==> config.mk <==
export PLATFORM = sky130hd
export DESIGN_NAME = cvsd_codec
export DESIGN_NICKNAME = d
export VERILOG_FILES = /design/src/rtl/cvsd_codec.v
export VERILOG_INCLUDE_DIRS = /design/src /design/src/rtl
export SDC_FILE = /design/constraint.sdc
export NUM_CORES = 1
export LEC_CHECK = 0
export BUFFER_PORTS_ARGS = -buffer_cell sky130_fd_sc_hd__buf_2
export CAP_MARGIN = 10
export CORE_MARGIN = 1
export CORE_UTILIZATION = 50
export DETAILED_ROUTE_END_ITERATION = 12
export GPL_TIMING_DRIVEN = 0
export PLACE_DENSITY = 0.76
export SLEW_MARGIN = 20
export SYNTH_ARGS = -nofsm -noshare
export SYNTH_HDL_FRONTEND = slang
export SYNTH_SLANG_ARGS = --single-unit
==> constraint.sdc <==
create_clock -name clk_in -period 7.3 [get_ports clk_in]
set_input_delay 1.46 -clock clk_in [delete_from_list [all_inputs] [get_ports clk_in]]
set_output_delay 1.46 -clock clk_in [all_outputs]
set_load 0.01 [all_outputs]
==> src/rtl/cvsd_defs.vh <==
// constants shared by the delta codec: arithmetic widths, filter constants, thresholds
`ifndef CVSD_DEFS_VH
`define CVSD_DEFS_VH

// converter and estimate arithmetic
`define CVSD_DAC_BITS       10
`define CVSD_FRAC_BITS      6
`define CVSD_EST_W          16
`define CVSD_SYL_W          12
`define CVSD_MIN_STEP       16'h0080
`define CVSD_SYL_MAX        12'h780
`define CVSD_RUN_LEN        3

// filter time constants, in microseconds at the nominal rate in kbps
`define CVSD_NOM_KBPS       16
`define CVSD_SYL_TAU_US     4000
`define CVSD_SE_TAU_US      1000
`define CVSD_SYL_SAMPLES    ((`CVSD_SYL_TAU_US * `CVSD_NOM_KBPS) / 1000)
`define CVSD_SE_SAMPLES     ((`CVSD_SE_TAU_US * `CVSD_NOM_KBPS) / 1000)
// log2 of the sample counts above: 64 and 16 samples
`define CVSD_SYL_SHIFT      6
`define CVSD_SE_SHIFT       4

// thresholds on the estimate magnitude: half and three quarters of full scale
`define CVSD_AGC_LVL        16'h4000
`define CVSD_CLAMP_LVL      16'h6000

// quieting output levels: one converter level above and below zero
`define CVSD_QUIET_HI       10'h001
`define CVSD_QUIET_LO       10'h3ff

// sample buffer
`define CVSD_FIFO_DEPTH     32
`define CVSD_FIFO_AW        5

`endif

==> src/rtl/cvsd_codec.v <==
// half duplex delta codec core and its sample buffer
//
// Summary of operation
// - exactly one serial bit per sampling period
// - decode samples serial input on rising edge
// - encode updates serial output on falling edge
// - select low encodes, high decodes
// - plain text sends quiet pattern, encoding continues
// - force zero resets logic, quiets both outputs
// - quiet pattern alternates one and zero
// - quiet audio steps on falling edges only
// - level flag low at half full scale
// - clamp at three quarters, release below
// - single pole filters, 4 ms syllabic nominal
// - estimate filter time constant 1 ms nominal
// - reconstruction through a 10-bit converter word
// - least step equals two converter levels
// - encode estimate drives audio output too
// - works from 9 to 64 kbps
`include "cvsd_defs.vh"
`default_nettype none

module cvsd_fifo
#(
	parameter W     = 10,
	parameter DEPTH = 32,
	parameter AW    = 5
)
(
	input  wire          clk_in,
	input  wire          rst_n_in,
	input  wire          in_valid_in,
	input  wire [W-1:0]  in_data_in,
	output wire          in_ready_out,
	output wire          out_valid_out,
	output wire [W-1:0]  out_data_out,
	input  wire          out_ready_in
);
	localparam [AW:0] FULL_CNT = DEPTH[AW:0];

	reg  [W-1:0]  mem_q [0:DEPTH-1];
	reg  [AW-1:0] wr_q;
	reg  [AW-1:0] rd_q;
	reg  [AW:0]   cnt_q;
	reg  [AW:0]   cnt_d;
	reg           in_ready_q;
	reg           out_valid_q;
	reg  [W-1:0]  out_data_q;
	wire          push;
	wire          pop;

	assign push = in_valid_in & in_ready_q;
	// the output stage refills whenever words are stored and it is empty or being taken
	assign pop  = (cnt_q != {(AW+1){1'b0}}) & (~out_valid_q | out_ready_in);

	assign in_ready_out  = in_ready_q;
	assign out_valid_out = out_valid_q;
	assign out_data_out  = out_data_q;

	always @*
	begin
		cnt_d = cnt_q + {{AW{1'b0}}, push} - {{AW{1'b0}}, pop};
	end

	always @(posedge clk_in)
	begin
		if (push)
		begin
			mem_q[wr_q] <= in_data_in;
		end
	end

	always @(posedge clk_in or negedge rst_n_in)
	begin
		if (!rst_n_in)
		begin
			wr_q        <= {AW{1'b0}};
			rd_q        <= {AW{1'b0}};
			cnt_q       <= {(AW+1){1'b0}};
			in_ready_q  <= 1'b1;
			out_valid_q <= 1'b0;
			out_data_q  <= {W{1'b0}};
		end
		else
		begin
			cnt_q      <= cnt_d;
			in_ready_q <= (cnt_d != FULL_CNT);
			if (push)
			begin
				wr_q <= wr_q + {{(AW-1){1'b0}}, 1'b1};
			end
			if (pop)
			begin
				rd_q        <= rd_q + {{(AW-1){1'b0}}, 1'b1};
				out_data_q  <= mem_q[rd_q];
				out_valid_q <= 1'b1;
			end
			else if (out_ready_in)
			begin
				out_valid_q <= 1'b0;
			end
		end
	end
endmodule

module cvsd_codec
(
	input  wire        clk_in,
	input  wire        rst_n_in,
	input  wire        sample_clk_in,
	input  wire        decode_sel_in,
	input  wire        serial_in,
	input  wire        plain_text_quiet_n_in,
	input  wire        force_quiet_reset_n_in,
	input  wire [9:0]  audio_input_in,
	input  wire        sample_ready_in,
	output wire        serial_out,
	output wire [9:0]  reconstructed_audio_out,
	output wire        level_flag_n_out,
	output wire        clamp_active_out,
	output wire        sample_valid_out,
	output wire [9:0]  sample_data_out,
	output wire        sample_room_out,
	output wire        sample_overrun_out
);
	// magnitude of a signed estimate; the clamp keeps it away from the most negative code
	function [15:0] cvsd_mag;
		input [15:0] v;
		begin
			cvsd_mag = v[15] ? (~v + 16'h0001) : v;
		end
	endfunction

	reg         rst_s1_q;
	reg         rst_s2_q;
	wire        rst_n;

	reg  [2:0]  sclk_q;
	reg         din_s1_q;
	reg         din_s2_q;
	reg         mode_s1_q;
	reg         mode_s2_q;
	reg         plain_s1_q;
	reg         plain_s2_q;
	reg         force_s1_q;
	reg         force_s2_q;
	reg  [9:0]  ain_s1_q;
	reg  [9:0]  ain_s2_q;

	reg         rx_bit_q;
	reg  [1:0]  hist_q;
	reg  [11:0] syl_q;
	reg  [15:0] est_q;
	reg         quiet_tog_q;
	reg         serial_q;
	reg  [9:0]  audio_q;
	reg         level_n_q;
	reg         clamp_q;
	reg         push_q;
	reg         overrun_q;

	reg         bit_d;
	reg  [11:0] syl_target;
	reg  [12:0] syl_diff;
	reg  [12:0] syl_step;
	reg  [11:0] syl_d;
	reg  [15:0] step;
	reg  [15:0] leak;
	reg  [15:0] est_sum;
	reg  [15:0] est_d;
	reg         clamp_d;
	reg  [9:0]  audio_d;

	wire        rise;
	wire        fall;
	wire        decoding;
	wire        forced;
	wire        plain;
	wire        fifo_ready;

	// reset is released through two flops; force zero acts through the logic below
	always @(posedge clk_in or negedge rst_n_in)
	begin
		if (!rst_n_in)
		begin
			rst_s1_q <= 1'b0;
			rst_s2_q <= 1'b0;
		end
		else
		begin
			rst_s1_q <= 1'b1;
			rst_s2_q <= rst_s1_q;
		end
	end
	assign rst_n = rst_s2_q;

	// pins other than sample_ready_in are asynchronous to clk_in; edges are taken from the second and third stages
	always @(posedge clk_in or negedge rst_n)
	begin
		if (!rst_n)
		begin
			sclk_q     <= 3'h0;
			din_s1_q   <= 1'b0;
			din_s2_q   <= 1'b0;
			mode_s1_q  <= 1'b0;
			mode_s2_q  <= 1'b0;
			plain_s1_q <= 1'b1;
			plain_s2_q <= 1'b1;
			force_s1_q <= 1'b1;
			force_s2_q <= 1'b1;
			ain_s1_q   <= 10'h000;
			ain_s2_q   <= 10'h000;
		end
		else
		begin
			sclk_q     <= {sclk_q[1:0], sample_clk_in};
			din_s1_q   <= serial_in;
			din_s2_q   <= din_s1_q;
			mode_s1_q  <= decode_sel_in;
			mode_s2_q  <= mode_s1_q;
			plain_s1_q <= plain_text_quiet_n_in;
			plain_s2_q <= plain_s1_q;
			force_s1_q <= force_quiet_reset_n_in;
			force_s2_q <= force_s1_q;
			ain_s1_q   <= audio_input_in;
			ain_s2_q   <= ain_s1_q;
		end
	end

	assign rise     = sclk_q[1] & ~sclk_q[2];
	assign fall     = ~sclk_q[1] & sclk_q[2];
	assign decoding = mode_s2_q;
	assign forced   = ~force_s2_q;
	assign plain    = ~plain_s2_q;

	// one loop step per sampling period; no time base of clk_in is used, so any rate works
	always @*
	begin
		// encode compares the input word with the estimate, decode uses the latched bit
		if (decoding)
		begin
			bit_d = rx_bit_q;
		end
		else
		begin
			bit_d = ($signed(ain_s2_q) > $signed(est_q[15:6]));
		end

		// syllabic filter: single pole toward full or zero on runs of equal bits
		if ((bit_d == hist_q[0]) && (bit_d == hist_q[1]))
		begin
			syl_target = `CVSD_SYL_MAX;
		end
		else
		begin
			syl_target = 12'h000;
		end
		syl_diff = {1'b0, syl_target} - {1'b0, syl_q};
		syl_step = $signed(syl_diff) >>> `CVSD_SYL_SHIFT;
		syl_d    = syl_q + syl_step[11:0];

		// least step is two converter levels in the fractional format
		step = `CVSD_MIN_STEP + {4'h0, syl_q};
		// leaky integrator: time constant of 16 samples at the nominal rate
		leak = $signed(est_q) >>> `CVSD_SE_SHIFT;
		if (bit_d)
		begin
			est_sum = est_q + step - leak;
		end
		else
		begin
			est_sum = est_q - step - leak;
		end

		// hold at the clamp level and stop integrating outward until back inside
		clamp_d = 1'b0;
		est_d   = est_sum;
		if (!est_sum[15] && (est_sum >= `CVSD_CLAMP_LVL))
		begin
			est_d   = `CVSD_CLAMP_LVL;
			clamp_d = 1'b1;
		end
		else if (est_sum[15] && (cvsd_mag(est_sum) >= `CVSD_CLAMP_LVL))
		begin
			est_d   = ~`CVSD_CLAMP_LVL + 16'h0001;
			clamp_d = 1'b1;
		end

		// quieting audio toggles one converter level either side of zero
		if (forced)
		begin
			audio_d = quiet_tog_q ? `CVSD_QUIET_LO : `CVSD_QUIET_HI;
		end
		else
		begin
			audio_d = est_d[15:6];
		end
	end

	always @(posedge clk_in or negedge rst_n)
	begin
		if (!rst_n)
		begin
			rx_bit_q    <= 1'b0;
			hist_q      <= 2'h0;
			syl_q       <= 12'h000;
			est_q       <= 16'h0000;
			quiet_tog_q <= 1'b0;
			serial_q    <= 1'b0;
			audio_q     <= 10'h000;
			level_n_q   <= 1'b1;
			clamp_q     <= 1'b0;
			push_q      <= 1'b0;
			overrun_q   <= 1'b0;
		end
		else
		begin
			push_q <= 1'b0;
			if (rise && decoding)
			begin
				rx_bit_q <= din_s2_q;
			end
			if (fall)
			begin
				quiet_tog_q <= ~quiet_tog_q;
				audio_q     <= audio_d;
				push_q      <= 1'b1;
				if (forced)
				begin
					// filters cleared while force zero is held
					hist_q    <= 2'h0;
					syl_q     <= 12'h000;
					est_q     <= 16'h0000;
					clamp_q   <= 1'b0;
					level_n_q <= 1'b1;
					serial_q  <= quiet_tog_q;
				end
				else
				begin
					hist_q    <= {hist_q[0], bit_d};
					syl_q     <= syl_d;
					est_q     <= est_d;
					clamp_q   <= clamp_d;
					level_n_q <= ~(cvsd_mag(est_d) >= `CVSD_AGC_LVL);
					// one new bit per period; quiet pattern in plain text or decode
					if (plain || decoding)
					begin
						serial_q <= quiet_tog_q;
					end
					else
					begin
						serial_q <= bit_d;
					end
				end
			end
			if (forced)
			begin
				overrun_q <= 1'b0;
			end
			else if (push_q && !fifo_ready)
			begin
				// samples cannot wait for a stalled reader; loss is reported instead
				overrun_q <= 1'b1;
			end
		end
	end

	cvsd_fifo
	#(
		.W     (`CVSD_DAC_BITS),
		.DEPTH (`CVSD_FIFO_DEPTH),
		.AW    (`CVSD_FIFO_AW)
	)
	u_fifo
	(
		.clk_in        (clk_in),
		.rst_n_in      (rst_n),
		.in_valid_in   (push_q),
		.in_data_in    (audio_q),
		.in_ready_out  (fifo_ready),
		.out_valid_out (sample_valid_out),
		.out_data_out  (sample_data_out),
		.out_ready_in  (sample_ready_in)
	);

	assign serial_out              = serial_q;
	assign reconstructed_audio_out = audio_q;
	assign level_flag_n_out        = level_n_q;
	assign clamp_active_out        = clamp_q;
	assign sample_room_out         = fifo_ready;
	assign sample_overrun_out      = overrun_q;
endmodule

`default_nettype wire

# After elaboration in Yosys (flattened, before gate mapping)
# Memories as Yosys holds them, arrays and structs flattened. A register that Yosys moved wholly into a read port is not among the register bits.
# Cells that the tools add are included.
totals:
  ff_bits: 98
  ramBits: 320
  inputBits: 18
  wordCells: 100
  n_memories: 1
classes:
  n_addsub: 13
  magnitude_cmp: 4
  n_eq_ne: 4
  mux: 25
  bitwise: 13
  reduce_logical: 11
mem_list:
  columns: ["name", "depth", "word_bits", "read_ports", "rd_ports_with_merged_regs", "wr", "line", "source"]
  rows:
  - ["u_fifo.mem_q", 32, 10, 1, 1, 1, "cvsd_codec.v:41", "reg [W-1:0] mem_q [0:DEPTH-1];"]
op_table:
  columns: ["op", "n"]
  rows:
  - ["$mux 16", 6]
  - ["$ge 16x15->1 const B", 3]
  - ["$add 16x1->16 const B", 2]
  - ["$not 16->16", 2]
  - ["$sub 16x16->16", 2]
  - ["$mux 10", 2]
  - ["$add 16x13->16", 1]
  - ["$sub 16x13->16", 1]
  - ["$mux 1", 14]
  - ["$add 8x12->13 const A", 1]
  - ["$sub 12x12->13", 1]
  - ["$add 12x12->12", 1]
  - ["$mux 12", 1]
  - ["$mux 11", 1]
  - ["$add 5x1->5 const B", 2]
  - ["$gt 10x10->1", 1]
  - ["$add 6x1->6", 1]
  - ["$ne 6x6->1 const B", 1]
  - ["$not 1->1", 6]
  - ["$reduce_bool 6->1", 1]
  - ["$sub 6x1->6", 1]
  - ["$logic_and 1x1->1", 5]
  - ["$and 1x1->1", 4]
  - ["$logic_not 1->1", 3]
  - ["6 further kinds", 7]

# Depth between registers and ports, before layout
# Gate-level depths: netlist of the first run.
depth:
  word_depth: 17
  depth_mapped: 24
  depth_no_buf: 22

# Hierarchy
# A second synthesis of the first run with hierarchy kept.
unflattened:
  hier_cells: 1437
  hier_area_um2: 20309.5
modules_own_cells:
  columns: ["mod", "n_inst", "cells_each", "area_per_inst_um2", "seq_area_each_um2"]
  rows:
  - ["cvsd_fifo", 1, 694, 13628.1, 10311.1]
  - ["cvsd_codec", 1, 743, 6681.4, 2008.2]

# Worst setup path before layout of the first run
# Ideal clock, no wire load.
synth_path:
  path_kind: "register to register"
  startpoint: "reg est_q[15]"
  endpoint: "reg syl_q[11]"
  arrival_ns: 5.367
  required_time_ns: 7.179
  setup_slack_ns: 1.812
  path_stages_with_launch: 25
  path_buffers: 2
  path_cell_list: "dfrtp_1 -> inv_1 -> ha_1 -> nand4_1 -> or2_2 -> o221a_2 -> o21ai_1 -> clkbuf_1 -> clkbuf_1 -> or3_1 -> nand2_1 -> ha_1 -> a21oi_1 -> nor2b_1 -> o21a_1 -> o21a_1 -> nor2_1 -> or2_2 -> ha_1 -> and3_1 -> a21oi_1 -> o21ai_0 -> o41ai_1 -> o21ai_0 -> a22o_1"
synth_between:
  elab_chain_len: 8
synth_lines:
  columns: ["item", "line", "source"]
  rows:
  - ["start: declaration", "cvsd_codec.v:153", "reg [15:0] est_q;"]
  - ["start signal: assignment", "cvsd_codec.v:342", "est_q <= est_d;"]
  - ["$gt 10x10->1 (*)", "cvsd_codec.v:246", "bit_d = ($signed(ain_s2_q) > $signed(est_q[15:6]));"]
  - ["$mux 1 (*)", "cvsd_codec.v:240", "if (decoding)"]
  - ["$eq 1x1->1", "cvsd_codec.v:250", "if ((bit_d == hist_q[0]) && (bit_d == hist_q[1]))"]
  - ["$logic_and 1x1->1 (*)", "cvsd_codec.v:250", null]
  - ["$mux 11 (*)", "cvsd_codec.v:250", null]
  - ["$sub 12x12->13 (*)", "cvsd_codec.v:258", "syl_diff = {1'b0, syl_target} - {1'b0, syl_q};"]
  - ["$add 12x12->12 (*)", "cvsd_codec.v:260", "syl_d = syl_q + syl_step[11:0];"]
  - ["$mux 12 (*)", "cvsd_codec.v:328", "if (forced)"]
  - ["end signal: assignment", "cvsd_codec.v:341", "syl_q <= syl_d;"]
  - ["end: declaration", "cvsd_codec.v:152", "reg [11:0] syl_q;"]
# Every way passes the cells marked *; elsewhere a longest branch is shown, timed or not.
# A chain may end at the register's enable or synchronous reset.

# Final worst setup path of the first run
# Ends and elaborated chain as after synthesis.

==> reports/metrics.cfg, run 1 <==
[outcome]
outcome = completed

[clock_network]
cts_made_buffers = 41
ctsHoldBuffers = 0
tritoncts_num_sinks = 428
cts_tree = built
insertion_delay_ns = 0.55
cts_htree_levels = 2
clock_tree.root_cell = clkbuf_16
cts.path.max_buffers = 3
clk_pin_slew_worst_paths_ns = 0.07
cts-resized-gates = 0
post_cts_buffers = 0

[place]
gp_routability_congestion = 0.914
placed_cell_area_um2 = 21000
io_buffer_count = 43
hpwl_um = 30600

[critical_path]
critPathMostFrequentCell = ha_1
worstPathCellList = inv_1 -> ha_1 -> nand4_1 -> or2_2 -> o221a_2 -> o21ai_1 -> clkbuf_1 -> clkbuf_1 -> or3_1 -> nand2_1 -> ha_1 -> a21oi_1 -> nor2b_1 -> o21a_1 -> o21a_1 -> nor2_1 -> or2_2 -> ha_1 -> and3_1 -> a21oi_1 -> o21ai_0 -> o41ai_1 -> o21ai_0 -> a22o_1
cell_with_the_largest_stage_delay_on_the_worst_path = dfrtp_1
worstPathArrival_ns = 7.03
timing.setup.critical_path_class = flop to flop
required_ns = 7.73
startpoint_type = flop
critPathMaxStageDelay_ns = 0.53
critPathCaptureType = flop
worstPathMaxFanout = 10

[floorplan]
initial_core_util_pct = 51.2
die-height_um = 202
rows = 72
die_x_um = 202
pin_count = 44
floorplan.core_area_um2 = 39100
floorplan.die_area_um2 = 40900

[cells_and_area]
regArea_um2 = 12300
areaGrowthSynthToFinish_pct = 11.3
design.final.nets = 1535
n_antenna_cell = 0
stdcell_area_um2 = 22300
fillers = 2957
drive_gt1_share_pct = 17.7
multi_input_area_um2 = 7090
fin_util_pct = 57.0

[synthesis]
sequential_element_share_of_the_synthesized_area_pct = 61.5
synthFlopType = edfxtp_1
syn-num-nets = 1447
yosysWarningCount = 0
synth-compound-area-share_pct = 7.34
post_synth_xor_area_fraction_pct = 1.88
synth_top_family_by_area = multiplexers
synth_edf_count = 320
postSynthRegisterBits = 428
syn_area_um2 = 20000
synth_area_per_cell_um2 = 15.1
synth.mux.area_fraction_pct = 12.7
synth_adder_area_share_pct = 7.67
synthCells = 1323
yosys.area_share.simple_pct = 5.77
synth_cell_type_count = 79
postSynth.asyncResetShare_pct = 25.2

[global_route]
met1_track_usage_gr_pct = 31.0
grt_first_pass_wirelength_um = 69200
gr-max-usage-layer = met2
grt_pass1_vias = 12000
groute.layer.met2.usage_pct = 35.1
maximum_number_of_pins_on_one_net_before_global_route_repair = 48
grt_usage_pct = 22.3
grtUsageMet3_pct = 4.08
grt_antenna_before_repair = 0
grt_overflow_total = 0

[sta]
max_slew_margin_pct = 25.8
finClkSkew_ns = 0.0165
rsz0062_at_grt = false
finalCritPeriodShare_pct = 90.4
post_layout_min_period_ns = 6.60
fmax_mhz = 152
finalMaxSlewViolations = 0
report.final.hold_viol_count = 0
worst_pin_slew_ns = 1.11
setup_viol = 0
finalSetupTns_ns = 0

[route]
wl_per_cell_um = 22.6
via_count = 11800
dr.first_iter.drc_count = 1116
antenna_left = 0
first_pass_iters = 7
detail_route.wirelength_um = 44200
vias_per_cell = 6.03
drc = 0

[job]
max-cap-violations = 0

[hold_path]
hold_class = flop to asynchronous set/reset pin

==> area by class of cell <==
class | count | share of cell area, %
clock buffer | 53 | 5.18
multi-input combinational | 735 | 31.8
tap | 518 | 2.91
clock inverter | 22 | 0.786
sequential | 428 | 55.3
buffer | 51 | 0.954
timing repair buffer | 45 | 1.21
inverter | 109 | 1.83
==> per-layer routing <==
layer / up-vias / wire, µm
met5: - / 0
met4: 0 / 1680
met2: 540 / 20700
li1: 5193 / -
met1: 6000 / 18300
met3: 98 / 3560
==> registers in the layout (all words and copies together), names as in the netlist, 5 cells and up <==
| signal | cells |
|---|---|
| u_fifo.out_data_out | 10 |
| syl_q | 12 |
| est_q | 16 |
| u_fifo.wr_q | 5 |
| ain_s2_q | 10 |
| ain_s1_q | 10 |
| u_fifo.rd_q | 5 |
| u_fifo.mem_q | 320 |
| reconstructed_audio_out | 10 |
| u_fifo.cnt_q | 6 |
==> Yosys cell counts (all sizes together) (11+ instances only) <==
master | instances | share of area, %
edfxtp | 320 | 48
inv | 107 | 2.0
dfrtp | 102 | 13
mux4 | 100 | 11
nor2 | 99 | 1.9
ha | 78 | 4.9
a21oi | 57 | 1.5
nand2 | 50 | 0.94
o21ai | 38 | 0.97
clkbuf | 34 | 0.64
xnor2 | 30 | 1.3
fa | 28 | 2.8
mux2i | 23 | 1.1
buf | 17 | 0.42
nand3 | 16 | 0.40
o22ai | 14 | 0.44
nor3 | 13 | 0.32
xor2 | 13 | 0.57
o32ai | 12 | 0.66
a21o | 11 | 0.41
==> layout by cell type (no fill, tap or decap), drive strengths merged, types with 5 or more instances in the layout <==
master / netlist / routed
edfxtp: 320 / 320
inv: 107 / 108
dfrtp: 102 / 102
mux4: 100 / 100
nor2: 99 / 99
clkbuf: 34 / 87
ha: 78 / 78
buf: 17 / 62
a21oi: 57 / 57
nand2: 50 / 50
o21ai: 38 / 38
xnor2: 30 / 30
fa: 28 / 28
mux2i: 23 / 23
clkinv: 2 / 19
nand3: 16 / 16
o22ai: 14 / 14
nor3: 13 / 13
xor2: 13 / 13
o32ai: 12 / 12
a21o: 11 / 11
o21a: 10 / 10
o211ai: 10 / 10
or3: 8 / 8
o31ai: 8 / 8
nor2b: 7 / 7
nand3b: 7 / 7
a31oi: 7 / 7
and2: 6 / 6
nand4: 6 / 6
mux2: 6 / 6
dfstp: 6 / 6
a211oi: 6 / 6
or2: 5 / 5
and3: 5 / 5
nor4: 5 / 5
==> stage by stage <==
stage,worst slack [ns],std cells,hold slack (ns)
after floorplan,1.81,1323,0.331
after global placement,0.923,1884,0.335
after detailed placement,0.759,1886,0.178
after CTS,0.713,1961,0.185
after global routing,0.0819,1961,0.199
final,0.700,1961,0.179
==> worst max-delay path, delay by kind of cell (launching register included) <==
kind | cells | cell delay [ns]
AOI/OAI and AO/OA | 10 | 2.37
adders and majority gates | 3 | 1.06
buffers and inverters | 3 | 1.05
and+or+nand+nor | 8 | 1.48
DFF | 1 | 0.53
==> cells by family (layout without fill, tap and decap cells) <==
group	after synthesis	after routing
adder cells (fa/ha/maj)	106	106
AO/OA/AOI/OAI	214	214
buffers and inverters	160	280
other	1	1
XOR/XNOR	43	43
multiplexers	129	129
flip-flops	428	428
AND/OR/NAND/NOR	242	242
==> path summary, 6_finish.rpt <==
path,start,end,slack (ns),cells after the start
setup / recovery,est_q[15],syl_q[11],0.70,24
hold / removal,rst_n,sclk_q[0],0.18,0
setup reg to reg,est_q[15],syl_q[11],0.70,24
hold reg to reg,rst_n,sclk_q[0],0.18,0
max in group asynchronous,rst_n,level_flag_n_out,6.26,2
min in group clk_in,ain_s1_q[3],ain_s2_q[3],0.34,0
Power of run 1 is left out: the tool's default activity adds up to more than one toggle a clock period on the data nets, which glitch-free logic cannot reach.
==> inputs of run 2 (changes only) <==
--- a/config.mk
+++ b/config.mk
@@ -11,8 +11,7 @@
 export CORE_MARGIN = 1
 export CORE_UTILIZATION = 50
 export DETAILED_ROUTE_END_ITERATION = 12
-export GPL_TIMING_DRIVEN = 0
-export PLACE_DENSITY = 0.76
+export PLACE_DENSITY = 0.78
 export SLEW_MARGIN = 20
 export SYNTH_ARGS = -nofsm -noshare
 export SYNTH_HDL_FRONTEND = slang
==> constraint.sdc (replaced) <==
create_clock -name clk_in -period 5.6 [get_ports clk_in]
set_input_delay 1.12 -clock clk_in [delete_from_list [all_inputs] [get_ports clk_in]]
set_output_delay 1.12 -clock clk_in [all_outputs]
set_load 0.01 [all_outputs]
==> reports/metrics.cfg, run 2 (synthesis results as in run 1) <==
[cells_and_area]
areaGrowthSynthToFinish_pct = 10.9
number_of_flip_flops_in_the_largest_register = 320  ; unchanged
design.final.nets = 1497  ; -2.5%
final_common_cell = edfxtp_1
fin_util_pct = 56.8  ; -0.20 points
drive_gt1_share_pct = 18.7  ; +0.96 points
layout_common_cells = 320 x edfxtp_1, 107 x inv_1, 100 x mux4_2, 99 x nor2_1, 93 x dfrtp_1
registers_with_the_highest_flip_flop_counts = u_fifo.mem_q (320), est_q (16), syl_q (12)
register_name_with_the_most_flops = u_fifo.mem_q

[sta]
finalSetupTns_ns = 0  ; unchanged
timing.final.ws_setup_ns = 0.358  ; -0.343 ns
fmax_mhz = 191  ; +26%
setup_viol = 0  ; unchanged
finalCritPeriodShare_pct = 93.6  ; +3.2 points
final.hold.worst_slack_ns = 0.349  ; +0.171 ns
post_layout_min_period_ns = 5.24  ; -1.36 ns
finClkSkew_ns = 0.0280  ; +0.0116 ns
report.final.hold_viol_count = 0  ; unchanged
finalMaxSlewViolations = 0  ; unchanged
rsz0062_at_grt = false
max_slew_margin_pct = 28.8  ; +3.0 points
worst_pin_slew_ns = 1.06  ; -0.0493 ns

[critical_path]
critical_path.top_delay_family = compound AO/OA/AOI/OAI gates
worstPathBufferInverterCount = 1  ; -2
worstPathArrival_ns = 5.68  ; -1.35 ns
timing.reg2reg.setup_slack_ns = 0.36  ; -0.34 ns
critPathCaptureType = flop
cell_with_the_largest_stage_delay_on_the_worst_path = dfrtp_2
required_ns = 6.04  ; -1.69 ns
critPathMaxStageDelay_ns = 0.45  ; -0.08 ns
timing.setup.critical_path_class = flop to flop
r2r.worst_path.cells = 22  ; -8.3%
startpoint_type = flop
rr_startpoint = est_q[13]
critical_path_depth = 22  ; -8.3%
timing.rr.end = syl_q[10]
critPathMostFrequentCell = ha_1
worstPathMaxFanout = 5  ; -5
worstPathCellList = inv_1 -> ha_1 -> a21o_1 -> a2111oi_1 -> o221a_2 -> o21ai_1 -> or3_1 -> nand2_1 -> ha_1 -> a21oi_2 -> nor2b_1 -> o21a_1 -> o21a_1 -> or3_1 -> nand2_1 -> ha_1 -> o21ai_0 -> a21boi_0 -> o21ai_1 -> a21oi_1 -> o31a_1 -> o32ai_1

[global_route]
met1_track_usage_gr_pct = 30.6  ; -0.42 points
groute.layer.met2.usage_pct = 37.4  ; +2.4 points
grtUsageMet3_pct = 3.26  ; -0.82 points
grt_antenna_before_repair = 1  ; +1
grt_overflow_total = 0  ; unchanged
maximum_number_of_pins_on_one_net_before_global_route_repair = 56  ; +17%
grt_first_pass_wirelength_um = 69300  ; +0.16%
grt_pass1_vias = 11600  ; -3.0%
grt_usage_pct = 22.2  ; -0.18 points
gr-max-usage-layer = met2

[clock_network]
cts.path.max_buffers = 3  ; unchanged
ctsHoldBuffers = 0  ; unchanged
clk_pin_slew_worst_paths_ns = 0.06  ; about the same
cts_tree = built
cts_made_buffers = 41  ; unchanged
cts_htree_levels = 2  ; unchanged
tritoncts_num_sinks = 428  ; unchanged
insertion_delay_ns = 0.56  ; about the same
clock_tree.root_cell = clkbuf_16

[place]
hpwl_um = 28700  ; -6.2%
placement.setup.worst_slack_ns = 0.286  ; -0.473 ns
io_buffer_count = 43  ; unchanged
gp_routability_congestion = 0.941  ; +3.0%

[hold_path]
hold_class = primary input to asynchronous set/reset pin

[job]
max-cap-violations = 0  ; unchanged

[floorplan]
die_x_um = 202  ; unchanged
floorplan.core_area_um2 = 39100  ; unchanged
die-height_um = 202  ; unchanged
pin_count = 44  ; unchanged
rows = 72  ; unchanged
floorplan.die_area_um2 = 40900  ; unchanged
initial_core_util_pct = 51.2  ; unchanged

[route]
via_count = 11500  ; -2.9%
dr.first_iter.drc_count = 1083  ; -3.0%
first_pass_iters = 5  ; -2
detail_route.wirelength_um = 44100  ; -0.35%
drc = 0  ; unchanged
wl_per_cell_um = 22.9  ; +1.5%
antenna_left = 0  ; unchanged
vias_per_cell = 5.97  ; -1.1%

[outcome]
outcome = completed

-- run 2: area by class of cell --
class | count | area (µm²)
clock buffer | 53 | 1130
timing repair buffer | 58 | 340
multi-input combinational | 735 | 7100
clock inverter | 23 | 246
inverter | 109 | 409
fill | 2962 | 16900
tap | 518 | 648
sequential | 428 | 12300
antenna | 1 | 2.50
-- run 2: repair_timing --
action	CTS	global route
endpoints found under the setup margin	0	2
buffers inserted	0	2
resized for setup	0	4
endpoints found under the hold margin	0	0
-- run 2: how the worst max path moves through the flow --
| stage | slack, ns | endpoint | start |
|---|---|---|---|
| after floorplan | 0.11 | syl_q[11] | est_q[15] |
| after global placement | 0.49 | syl_q[11] | est_q[13] |
| after detailed placement | 0.29 | syl_q[10] | est_q[13] |
| after CTS | 0.24 | syl_q[10] | est_q[13] |
| after global routing | 0.0004 | syl_q[11] | est_q[14] |
| final | 0.36 | syl_q[10] | est_q[13] |
-- run 2: worst register-to-register path: cells and delay by family, from the launching register on --
family / cells / cell delay (ns)
flops: 1 / 0.45
simple gates: 5 / 0.99
compound gates: 13 / 2.73
fa+ha+maj: 3 / 0.85
buf+inv: 1 / 0.10
-- run 2: per-stage QoR --
| step | instances | instance area, µm² |
|---|---|---|
| floorplan | 1323 | 20000 |
| global placement | 1846 | 20800 |
| detailed placement | 1846 | 20800 |
| CTS | 1922 | 22200 |
| global route | 1924 | 22200 |
| finish | 1925 | 22200 |
-- run 2: metal layers --
metal  vias to the layer above  wire (µm)
met3                        65       3010
met2                       482      22100
met5                         -          0
met4                         0        848
met1                      5821      18200
li1                       5122          -
Power of run 2 is left out for the same reason.
